### src/inc/sdoab_cfg.svh
// Constants of the SDO abort and error-reporting unit
`ifndef SDOAB_CFG_SVH
`define SDOAB_CFG_SVH

`define SDOAB_CMD_ABORT 8'h80
`define SDOAB_COB_RX 11'h600
`define SDOAB_COB_TX 11'h580
`define SDOAB_FRAME_LEN 4'h8
`define SDOAB_PDO_MAX_BYTES 4'h8

`define SDOAB_ERR_NONE 32'h00000000
`define SDOAB_ERR_TOGGLE 32'h05030000
`define SDOAB_ERR_CMD 32'h05040001
`define SDOAB_ERR_RDONLY 32'h06010002
`define SDOAB_ERR_NO_OBJ 32'h06020000
`define SDOAB_ERR_NO_MAP 32'h06040041
`define SDOAB_ERR_MAP_LEN 32'h06040042
`define SDOAB_ERR_TOO_LONG 32'h06070012
`define SDOAB_ERR_TOO_SHORT 32'h06070013
`define SDOAB_ERR_NO_SUB 32'h06090011
`define SDOAB_ERR_HIGH 32'h06090031
`define SDOAB_ERR_LOW 32'h06090032
`define SDOAB_ERR_GENERAL 32'h08000000
`define SDOAB_ERR_STATE 32'h08000022

`define SDOAB_IDX_ERRCNT 16'h1003
`define SDOAB_PDO_RXCOM 8'h14
`define SDOAB_PDO_RXMAP 8'h16
`define SDOAB_PDO_TXCOM 8'h18
`define SDOAB_PDO_TXMAP 8'h1A
`define SDOAB_PDO_LAST 8'h07

`define SDOAB_NMT_OPER 2'h1

`define SDOAB_ST_IDLE 2'h0
`define SDOAB_ST_CHECK 2'h1
`define SDOAB_ST_SEND 2'h3

`endif

### src/inc/sdoab_pkg.sv
// Types of the SDO abort and error-reporting unit
`include "sdoab_cfg.svh"
package sdoab_pkg;
	typedef enum logic [1:0] {
		SDOAB_IDLE = `SDOAB_ST_IDLE,
		SDOAB_CHECK = `SDOAB_ST_CHECK,
		SDOAB_SEND = `SDOAB_ST_SEND
	} sdoab_state_t;

	typedef struct packed {
		sdoab_state_t state;
		logic toggle;
		logic [63:0] frame;
		logic [31:0] code;
		logic [63:0] tx_data;
		logic tx_valid;
		logic peer_abort;
		logic req_ok;
		logic xfer_end;
	} sdoab_regs_t;
endpackage

### src/verilog/sdoab_abort.sv
// SDO server request checker and abort frame generator
`timescale 1ns/1ps
`include "sdoab_cfg.svh"
module sdoab_abort (
	// Clock, reset, enable
	input wire logic i_clk,
	input wire logic i_rst_n,
	input wire logic i_ce,
	// Node setting
	input wire logic [6:0] i_station_number,
	input wire logic [1:0] i_nmt_state,
	// Received CAN frame
	input wire logic i_rx_valid,
	input wire logic [10:0] i_rx_cob_id,
	input wire logic [63:0] i_rx_data,
	output logic o_rx_ready,
	// Transfer engine context
	input wire logic i_seg_active,
	input wire logic i_local_abort,
	input wire logic [31:0] i_local_code,
	// Dictionary lookup, answered during the check cycle
	output logic [15:0] o_object_index,
	output logic [7:0] o_lookup_sub,
	output logic o_lookup_write,
	input wire logic i_idx_exists,
	input wire logic i_sub_exists,
	input wire logic i_read_only,
	input wire logic [2:0] i_obj_bytes,
	input wire logic i_above_max,
	input wire logic i_below_min,
	input wire logic i_map_write,
	input wire logic i_not_mappable,
	input wire logic [3:0] i_map_bytes_new,
	input wire logic i_general_fail,
	// Outcome towards the transfer engine
	output logic o_req_ok,
	output logic [63:0] o_req_frame,
	output logic o_expect_toggle,
	output logic o_peer_abort,
	output logic o_xfer_end,
	// Abort frame towards the CAN controller
	output logic o_tx_valid,
	input wire logic i_tx_ready,
	output logic [10:0] o_tx_cob_id,
	output logic [3:0] o_tx_dlc,
	output logic [63:0] o_tx_data,
	output logic [31:0] o_abort_code
);
	import sdoab_pkg::*;

	sdoab_regs_t r_reg;
	sdoab_regs_t r_next;

	logic [7:0] cmd;
	logic [2:0] ccs;
	logic rx_hit;
	logic is_write;
	logic is_seg;
	logic is_init;
	logic [31:0] wr_len;
	logic [31:0] chk_code;

	// Client specifiers 4 and 7 are invalid except the exact abort byte
	function automatic logic cmd_allowed(input logic [7:0] c);
		cmd_allowed = (c[7:5] != 3'h4) && (c[7:5] != 3'h7);
	endfunction

	function automatic logic pdo_param(input logic [15:0] idx);
		pdo_param = ((idx[15:8] == `SDOAB_PDO_RXCOM) || (idx[15:8] == `SDOAB_PDO_RXMAP)
			|| (idx[15:8] == `SDOAB_PDO_TXCOM) || (idx[15:8] == `SDOAB_PDO_TXMAP))
			&& (idx[7:0] <= `SDOAB_PDO_LAST);
	endfunction

	function automatic logic [63:0] abort_frame(input logic [63:0] f, input logic [31:0] c);
		abort_frame = {c, f[31:8], `SDOAB_CMD_ABORT};
	endfunction

	assign cmd = r_reg.frame[7:0];
	assign ccs = cmd[7:5];
	assign rx_hit = i_rx_valid && (i_rx_cob_id == (`SDOAB_COB_RX + {4'h0, i_station_number}));
	assign is_init = (ccs == 3'h1) || (ccs == 3'h2) || (ccs == 3'h5) || (ccs == 3'h6);
	assign is_seg = (ccs == 3'h0) || (ccs == 3'h3);
	assign is_write = (ccs == 3'h1) || (ccs == 3'h6);
	// Expedited length from n, normal length from the size field
	assign wr_len = cmd[1] ? {29'h0, 3'h4 - {1'b0, cmd[3:2]}} : r_reg.frame[63:32];

	assign o_rx_ready = (r_reg.state == SDOAB_IDLE) && !i_local_abort;
	assign o_object_index = r_reg.frame[23:8];
	assign o_lookup_sub = r_reg.frame[31:24];
	assign o_lookup_write = is_write;
	assign o_req_ok = r_reg.req_ok;
	assign o_req_frame = r_reg.frame;
	assign o_expect_toggle = r_reg.toggle;
	assign o_peer_abort = r_reg.peer_abort;
	assign o_xfer_end = r_reg.xfer_end;
	assign o_tx_valid = r_reg.tx_valid;
	assign o_tx_cob_id = `SDOAB_COB_TX + {4'h0, i_station_number};
	assign o_tx_dlc = `SDOAB_FRAME_LEN;
	assign o_tx_data = r_reg.tx_data;
	assign o_abort_code = r_reg.code;

	// Fixed priority, so exactly one code wins
	always_comb begin
		chk_code = `SDOAB_ERR_NONE;
		if (!cmd_allowed(cmd)) begin
			chk_code = `SDOAB_ERR_CMD;
		end else if (is_seg && i_seg_active && (cmd[4] != r_reg.toggle)) begin
			chk_code = `SDOAB_ERR_TOGGLE;
		end else if (is_seg && !i_seg_active) begin
			chk_code = `SDOAB_ERR_CMD;
		end else if (is_init) begin
			if (!i_idx_exists) begin
				chk_code = `SDOAB_ERR_NO_OBJ;
			end else if (!i_sub_exists) begin
				chk_code = `SDOAB_ERR_NO_SUB;
			end else if (is_write && i_read_only) begin
				chk_code = `SDOAB_ERR_RDONLY;
			end else if (is_write && pdo_param(o_object_index)
				&& (i_nmt_state == `SDOAB_NMT_OPER)) begin
				chk_code = `SDOAB_ERR_STATE;
			end else if (is_write && cmd[0] && (wr_len > {29'h0, i_obj_bytes})) begin
				chk_code = `SDOAB_ERR_TOO_LONG;
			end else if (is_write && cmd[0] && (wr_len < {29'h0, i_obj_bytes})) begin
				chk_code = `SDOAB_ERR_TOO_SHORT;
			end else if (is_write && (o_object_index == `SDOAB_IDX_ERRCNT)
				&& (o_lookup_sub == 8'h00) && (r_reg.frame[63:32] != 32'h0)) begin
				chk_code = `SDOAB_ERR_HIGH;
			end else if (is_write && i_above_max) begin
				chk_code = `SDOAB_ERR_HIGH;
			end else if (is_write && i_below_min) begin
				chk_code = `SDOAB_ERR_LOW;
			end else if (is_write && i_map_write && i_not_mappable) begin
				chk_code = `SDOAB_ERR_NO_MAP;
			end else if (is_write && i_map_write && (i_map_bytes_new > `SDOAB_PDO_MAX_BYTES)) begin
				chk_code = `SDOAB_ERR_MAP_LEN;
			end else if (i_general_fail) begin
				chk_code = `SDOAB_ERR_GENERAL;
			end
		end else if (i_general_fail) begin
			chk_code = `SDOAB_ERR_GENERAL;
		end
	end

	always_comb begin
		r_next = r_reg;
		r_next.peer_abort = 1'b0;
		r_next.req_ok = 1'b0;
		r_next.xfer_end = 1'b0;
		case (r_reg.state)
			SDOAB_IDLE: begin
				if (i_local_abort) begin
					// Own abort names the last request's object
					r_next.code = i_local_code;
					r_next.tx_data = abort_frame(r_reg.frame, i_local_code);
					r_next.tx_valid = 1'b1;
					r_next.toggle = 1'b0;
					r_next.state = SDOAB_SEND;
				end else if (rx_hit) begin
					if (i_rx_data[7:0] == `SDOAB_CMD_ABORT) begin
						// Peer code is deliberately not looked at
						r_next.peer_abort = 1'b1;
						r_next.xfer_end = 1'b1;
						r_next.toggle = 1'b0;
					end else begin
						r_next.frame = i_rx_data;
						r_next.state = SDOAB_CHECK;
					end
				end
			end
			SDOAB_CHECK: begin
				if (chk_code != `SDOAB_ERR_NONE) begin
					r_next.code = chk_code;
					r_next.tx_data = abort_frame(r_reg.frame, chk_code);
					r_next.tx_valid = 1'b1;
					r_next.toggle = 1'b0;
					r_next.state = SDOAB_SEND;
				end else begin
					r_next.req_ok = 1'b1;
					if (is_init) begin
						r_next.toggle = 1'b0;
					end else if (is_seg) begin
						r_next.toggle = ~r_reg.toggle;
					end
					r_next.state = SDOAB_IDLE;
				end
			end
			SDOAB_SEND: begin
				if (i_tx_ready) begin
					r_next.tx_valid = 1'b0;
					r_next.xfer_end = 1'b1;
					r_next.state = SDOAB_IDLE;
				end
			end
			default: begin
				r_next.state = SDOAB_IDLE;
				r_next.tx_valid = 1'b0;
			end
		endcase
	end

	always_ff @(posedge i_clk or negedge i_rst_n) begin
		if (!i_rst_n) begin
			r_reg <= '0;
		end else if (i_ce) begin
			r_reg <= r_next;
		end
	end
endmodule

### config.mk
export PLATFORM = sky130hd
export DESIGN_NAME = sdoab_abort
export DESIGN_NICKNAME = d
export VERILOG_FILES = /design/src/inc/sdoab_pkg.sv /design/src/verilog/sdoab_abort.sv
export VERILOG_INCLUDE_DIRS = /design/src /design/src/inc
export SDC_FILE = /design/constraint.sdc
export NUM_CORES = 1
export LEC_CHECK = 0
export BUFFER_PORTS_ARGS = -buffer_cell sky130_fd_sc_hd__buf_4
export CAP_MARGIN = 5
export CORE_MARGIN = 1
export CORE_UTILIZATION = 25
export CTS_BUF_LIST = sky130_fd_sc_hd__clkbuf_4 sky130_fd_sc_hd__clkbuf_8
export DETAILED_ROUTE_END_ITERATION = 16
export SLEW_MARGIN = 20
export SYNTH_ARGS = -nofsm -noshare
export SYNTH_HDL_FRONTEND = slang
export SYNTH_SLANG_ARGS = --single-unit
export TNS_END_PERCENT = 5
### constraint.sdc
create_clock -name i_clk -period 9.55 [get_ports i_clk]
set_input_delay 2.3875 -clock i_clk [delete_from_list [all_inputs] [get_ports i_clk]]
set_output_delay 2.3875 -clock i_clk [all_outputs]
set_load 0.02 [all_outputs]
==> results of run 1 <==
## worst register-to-register path, stage by stage, from the launching register on
cell and delay [ns]:
dfrtp_1 0.42, inv_1 0.07, ha_1 0.28, mux2_2 0.30
ha_1 0.31, nand3_1 0.10, o211ai_1 0.53, a21oi_1 0.15
o31ai_1 0.29, and4_1 0.25, a21o_2 0.59, buf_4 0.52
mux2_4 0.35
## final cells by class
cell class | instances | area [um^2] | area share
Clock inverter | 12 | 181 | 0.0192
Tap cell | 390 | 488 | 0.0517
Sequential cell | 128 | 3200 | 0.339
Clock buffer | 20 | 269 | 0.0285
Multi-Input combinational cell | 334 | 2730 | 0.289
Inverter | 21 | 78.8 | 0.00835
Timing Repair Buffer | 332 | 2500 | 0.264
## report_power, final
part	total [uW]	leakage, uW	switching, uW	internal [uW]
combinational	707	0.00299	383	325
clock	539	0.000215	236	303
sequential	697	0.00173	82.0	616
## logic make-up after synthesis
group,count (synthesis),synth area share
compound gates,93,0.0887
xor+xnor,9,0.0104
fa+ha+maj,11,0.0182
buf+inv,240,0.222
flops,128,0.424
mux,104,0.162
other cells,2,0.000993
simple gates,102,0.0735
## cell usage after synthesis (6+ instances only)
library cell  count
a21oi_1          14
a22o_1           21
buf_4           199
clkbuf_1         13
dfrtp_1         128
ha_1             11
inv_1            20
mux2_2           85
mux2_4           15
nand2_1          19
nand4_1          10
nor2_1           21
nor3_1            7
nor4_1           11
o211ai_1          6
o21ai_0          16
xnor2_1           9
## metrics by stage
| stage | power (uW) | hold WS [ns] | setup slack [ns] | instances |
|---|---|---|---|---|
| detailed placement | 1430 | 0.458 | 3.69 | 1205 |
| global route | 2060 | 0.496 | 3.94 | 1237 |
| global placement | 1420 | 0.452 | 3.78 | 1205 |
| finish | 1940 | 0.474 | 4.16 | 1237 |
| CTS | 1980 | 0.477 | 4.18 | 1237 |
| floorplan | 1260 | 0.436 | 4.35 | 702 |
## worst max path at each step
stage	start	end	slack [ns]
4_1_cts	i_local_abort	o_rx_ready	4.18
6_report	i_local_abort	o_rx_ready	4.16
3_5_place_dp	i_obj_bytes[1]	o_abort_code[17]	3.69
3_3_place_gp	i_obj_bytes[2]	o_abort_code[18]	3.78
5_1_grt	i_obj_bytes[1]	o_abort_code[4]	3.94
2_1_floorplan	i_local_abort	o_rx_ready	4.35
## metal layers
metal,vias to the layer above,wire (um),track usage,part of all wire
li1,2494,-,-,-
met1,2680,9640,0.181,0.44
met2,269,10800,0.235,0.49
met3,15,1490,0.0379,0.067
met4,0,221,0.0395,0.010
met5,-,0,0,0
==> flow_metrics.tcl, run 1 <==
set metrics [dict create \
    maxClockFrequency_mhz 186 \
    finalInstanceArea_um2 9440 \
    overflow 0 \
    min_path_cells 1 \
    synth-seq-cells 128 \
    dp_hpwl_um 17000 \
    slew-limit-headroom 0.332 \
    grt_max_degree 70 \
    rsz0062_at_grt "no" \
    drtIter0Drc 208 \
    crit_chain "buf_4 > nor2b_1 > buf_4" \
    placementRows 63 \
    gp_congestion 0.880 \
    rr_startpoint "o_req_frame[2]" \
    cts_inserted_buffers 17 \
    critPathArrivalTime_ns 3.00 \
    cp_num_buf_inv 2 \
    vdd_drop_max_uv 70.7 \
    netlist_area_um2 7560 \
    start_util 0.254 \
    cpMostUsedCell "buf_4" \
    min_to "o_tx_data[7]" \
    critPathCaptureType "output port" \
    leakage_uw 0.00493 \
    crit_family "buffers and inverters" \
    yosys-top-cells-area "dfrtp_1 (42%), buf_4 (20%), mux2_2 (13%)" \
    ys.flop_type "dfrtp_1" \
    syn_area_per_cell_um2 11.0 \
    fillers 3033 \
    tns_ns 0 \
    grt_pass1_vias 5365 \
    track_usage 0.142 \
    p_per_area_nw_per_um2 206 \
    synthCells 689 \
    largest_reg_flops 64 \
    period_needed_ns 5.39 \
    synth_edf_count 0 \
    yosysTopAreaCell "dfrtp_1" \
    drt_pass1_iterations 5 \
    cpMaxStageDelayCell "nor2b_1" \
    clock_tree.buffer_depth 2 \
    hold_class "flop to flop" \
    dpl_cell_area_um2 8990 \
    final_nets 983 \
    antenna_found_initial 0 \
    cts_root_buf "clkbuf_8" \
    vias_per_cell 4.41 \
    worst-r2r-setup-slack_ns 5.26 \
    cp_max_fo 5 \
    cts_setup_buffers 0 \
    drive_gt1_frac 0.553 \
    io_pins 344 \
    synth.top_cell.area_share 0.424 \
    fin_skew_ns 0.0162 \
    num_antenna_cells 0 \
    crit_cells 3 \
    ys_types 57 \
    ant_nets 0 \
    grt_pass1_wl_um 32800 \
    final_cell_mix "buf_4 (331), dfrtp_1 (128), mux2_2 (85), nor2_1 (21), a22o_1 (21)" \
    ys_warn_count 0 \
    dieArea_um2 30900 \
    crit_path_max_incr_delay_ns 0.28 \
    numPortBuffers 328 \
    dieWidth_um 176 \
    cts.sinks 128 \
    synth_async_sr_flop_share 1.00 \
    core-area_um2 29700 \
    synth_seq_area_share 0.424 \
    timing.max_cap.violations 0 \
    final_common_cell "buf_4" \
    fin_crit_sh 0.564 \
    rr_worst_depth 12 \
    ctsHoldBuffers 0 \
    outcome "finished clean" \
    cts_tree "done" \
    clock_latency_ns 0.45 \
    vias 5458 \
    fin_util 0.318 \
    setup_viol 0 \
    fp.dieH_um 176 \
    cts.clk_slew.worst_paths_ns 0.08 \
    start_kind "input pin" \
    worst_pin_slew_ns 1.00 \
    required_ns 7.16 \
    wl_per_cell_um 17.9 \
    worstHoldStart "o_tx_data[7]" \
    r2r-end "o_abort_code[19]" \
    cts-resized-gates 0 \
    drc 0 \
    hold_viol 0 \
    critPathKind "input pin to output port" \
    area_growth_pct 24.9 \
    wirelength_um 22100 \
    drv_slew 0 \
    cts-htree-levels 4 \
]
(Power assumes the default switching activity.)
==> run 2, diff against run 1 <==
==> constraint.sdc (replaced) <==
create_clock -name i_clk -period 4.73 [get_ports i_clk]
set_input_delay 1.1825 -clock i_clk [delete_from_list [all_inputs] [get_ports i_clk]]
set_output_delay 1.1825 -clock i_clk [all_outputs]
set_load 0.02 [all_outputs]
==> flow_metrics.tcl, run 2 (synthesis results as in run 1) <==
set metrics [dict create \
    whs_ns 0.477 \
    drc 0 \
    dr_wl_met3_um 1530 \
    largest_reg_flops 64 \
    finalInstanceArea_um2 9420 \
    rr_startpoint "o_req_frame[2]" \
    antenna_found_initial 0 \
    slew-limit-headroom 0.419 \
    numPortBuffers 328 \
    area_growth_pct 24.6 \
    cts_tree "done" \
    leakage_uw 0.00494 \
    final_common_cell "buf_4" \
    cp_max_fo 21 \
    placementRows 63 \
    cts.clk_slew.worst_paths_ns 0.08 \
    crit_chain "inv_1 > ha_1 > mux2_2 > ha_1 > nand3_1 > o211ai_1 > a21oi_1 > o31ai_1 > and4_1 > a21o_2 > buf_4 > mux2_4" \
    overflow 0 \
    fin_util 0.317 \
    core-area_um2 29700 \
    worst_pin_slew_ns 0.871 \
    num_antenna_cells 0 \
    cts_root_buf "clkbuf_8" \
    drive_gt1_frac 0.555 \
    worst-r2r-setup-slack_ns 1.09 \
    cp_num_buf_inv 2 \
    vdd_drop_max_uv 152 \
    dieWidth_um 176 \
    cts-resized-gates 0 \
    clock_latency_ns 0.44 \
    fp.dieH_um 176 \
    critPathArrivalTime_ns 3.95 \
    cts.sinks 128 \
    tns_ns 0 \
    drtIter0Drc 120 \
    period_needed_ns 3.64 \
    grt_pass1_vias 5279 \
    wl_per_cell_um 17.4 \
    gp_congestion 0.869 \
    clock_tree.buffer_depth 2 \
    grt_pass1_wl_um 32200 \
    cpMostUsedCell "ha_1" \
    hold_class "flop to flop" \
    critPathCapture "o_abort_code[6]" \
    rr_worst_depth 12 \
    drt_pass1_iterations 5 \
    wl_met2_um 10600 \
    crit_path_start "o_req_frame[2]" \
    start_kind "flop" \
    crit_path_max_incr_delay_ns 0.46 \
    track_usage 0.139 \
    required_ns 5.05 \
    cts_setup_buffers 0 \
    outcome "finished clean" \
    vias_per_cell 4.32 \
    fin_skew_ns 0.0140 \
    r2r-end "o_abort_code[6]" \
    cts-htree-levels 4 \
    start_util 0.254 \
    fin_crit_sh 0.769 \
    io_pins 344 \
    crit_cells 12 \
    cts_inserted_buffers 17 \
    hold_viol 0 \
    ant_nets 0 \
    ctsHoldBuffers 0 \
    p_per_area_nw_per_um2 400 \
    wirelength_um 21600 \
    critPathKind "flop to flop" \
    grt_max_degree 89 \
    final_nets 987 \
    critPathCaptureType "flop" \
    final_cell_mix "buf_4 (333), dfrtp_1 (128), mux2_2 (85), nor2_1 (21), a22o_1 (21)" \
    dieArea_um2 30900 \
    maxClockFrequency_mhz 275 \
    vias 5356 \
    dpl_cell_area_um2 9050 \
    setup_viol 0 \
    crit_family "compound AO/OA/AOI/OAI gates" \
    drv_slew 0 \
    rsz0062_at_grt "no" \
    cpMaxStageDelayCell "o211ai_1" \
    timing.max_cap.violations 0 \
    top_layer "met4" \
    m1WireLength_um 9350 \
    dp_hpwl_um 16700 \
]
==> run 2: changes by cell type in the layout (fill, tap and decap cells not counted) <==
cell | before | now
clkbuf_8 | 19 | 18
clkinv_2 | 1 | 3
buf_12 | 0 | 2
clkbuf_4 | 1 | 2
bufinv_16 | 4 | 1
clkinvlp_4 | 4 | 3
clkinv_4 | 1 | 3
buf_4 | 331 | 333
==> run 2: per-stage QoR <==
step                      instances  total power (uW)  setup slack, ns
after floorplan                 702              2550             1.44
after global placement         1209              2870            0.788
after detailed placement       1209              2880            0.751
after CTS                      1241              3850             1.01
after global routing           1241              4000            0.836
final                          1241              3770             1.09
==> run 2: metal layers <==
metal | up-vias | GRT usage
met2 | 236 | 0.232
li1 | 2516 | -
met3 | 8 | 0.0422
met4 | 0 | 0.0312
met1 | 2596 | 0.175
met5 | - | 0
==> run 2: how the worst min path moves through the flow <==
stage,endpoint,startpoint,cells past startpoint
finish,o_tx_data[7],o_tx_data[7],1
global route,o_tx_data[7],o_tx_data[7],1
CTS,o_tx_data[7],o_tx_data[7],1
detailed placement,o_tx_data[7],o_tx_data[7],1
global placement,o_tx_data[7],o_tx_data[7],1
floorplan,o_tx_data[7],o_tx_data[7],1
==> run 2: layout make-up <==
class                      instances  area (um^2)
tap                              390          488
timing repair buffer             336         2550
sequential                       128         3200
fill                            3047        20300
clock inverter                    12          111
clock buffer                      20          263
multi-input combinational        334         2730
inverter                          21         78.8
==> run 2: where the power goes <==
| group | internal [uW] | total (uW) | switching (uW) |
|---|---|---|---|
| logic | 666 | 1440 | 774 |
| clock network | 443 | 924 | 480 |
| registers | 1240 | 1400 | 161 |
| total | 2350 | 3770 | 1420 |
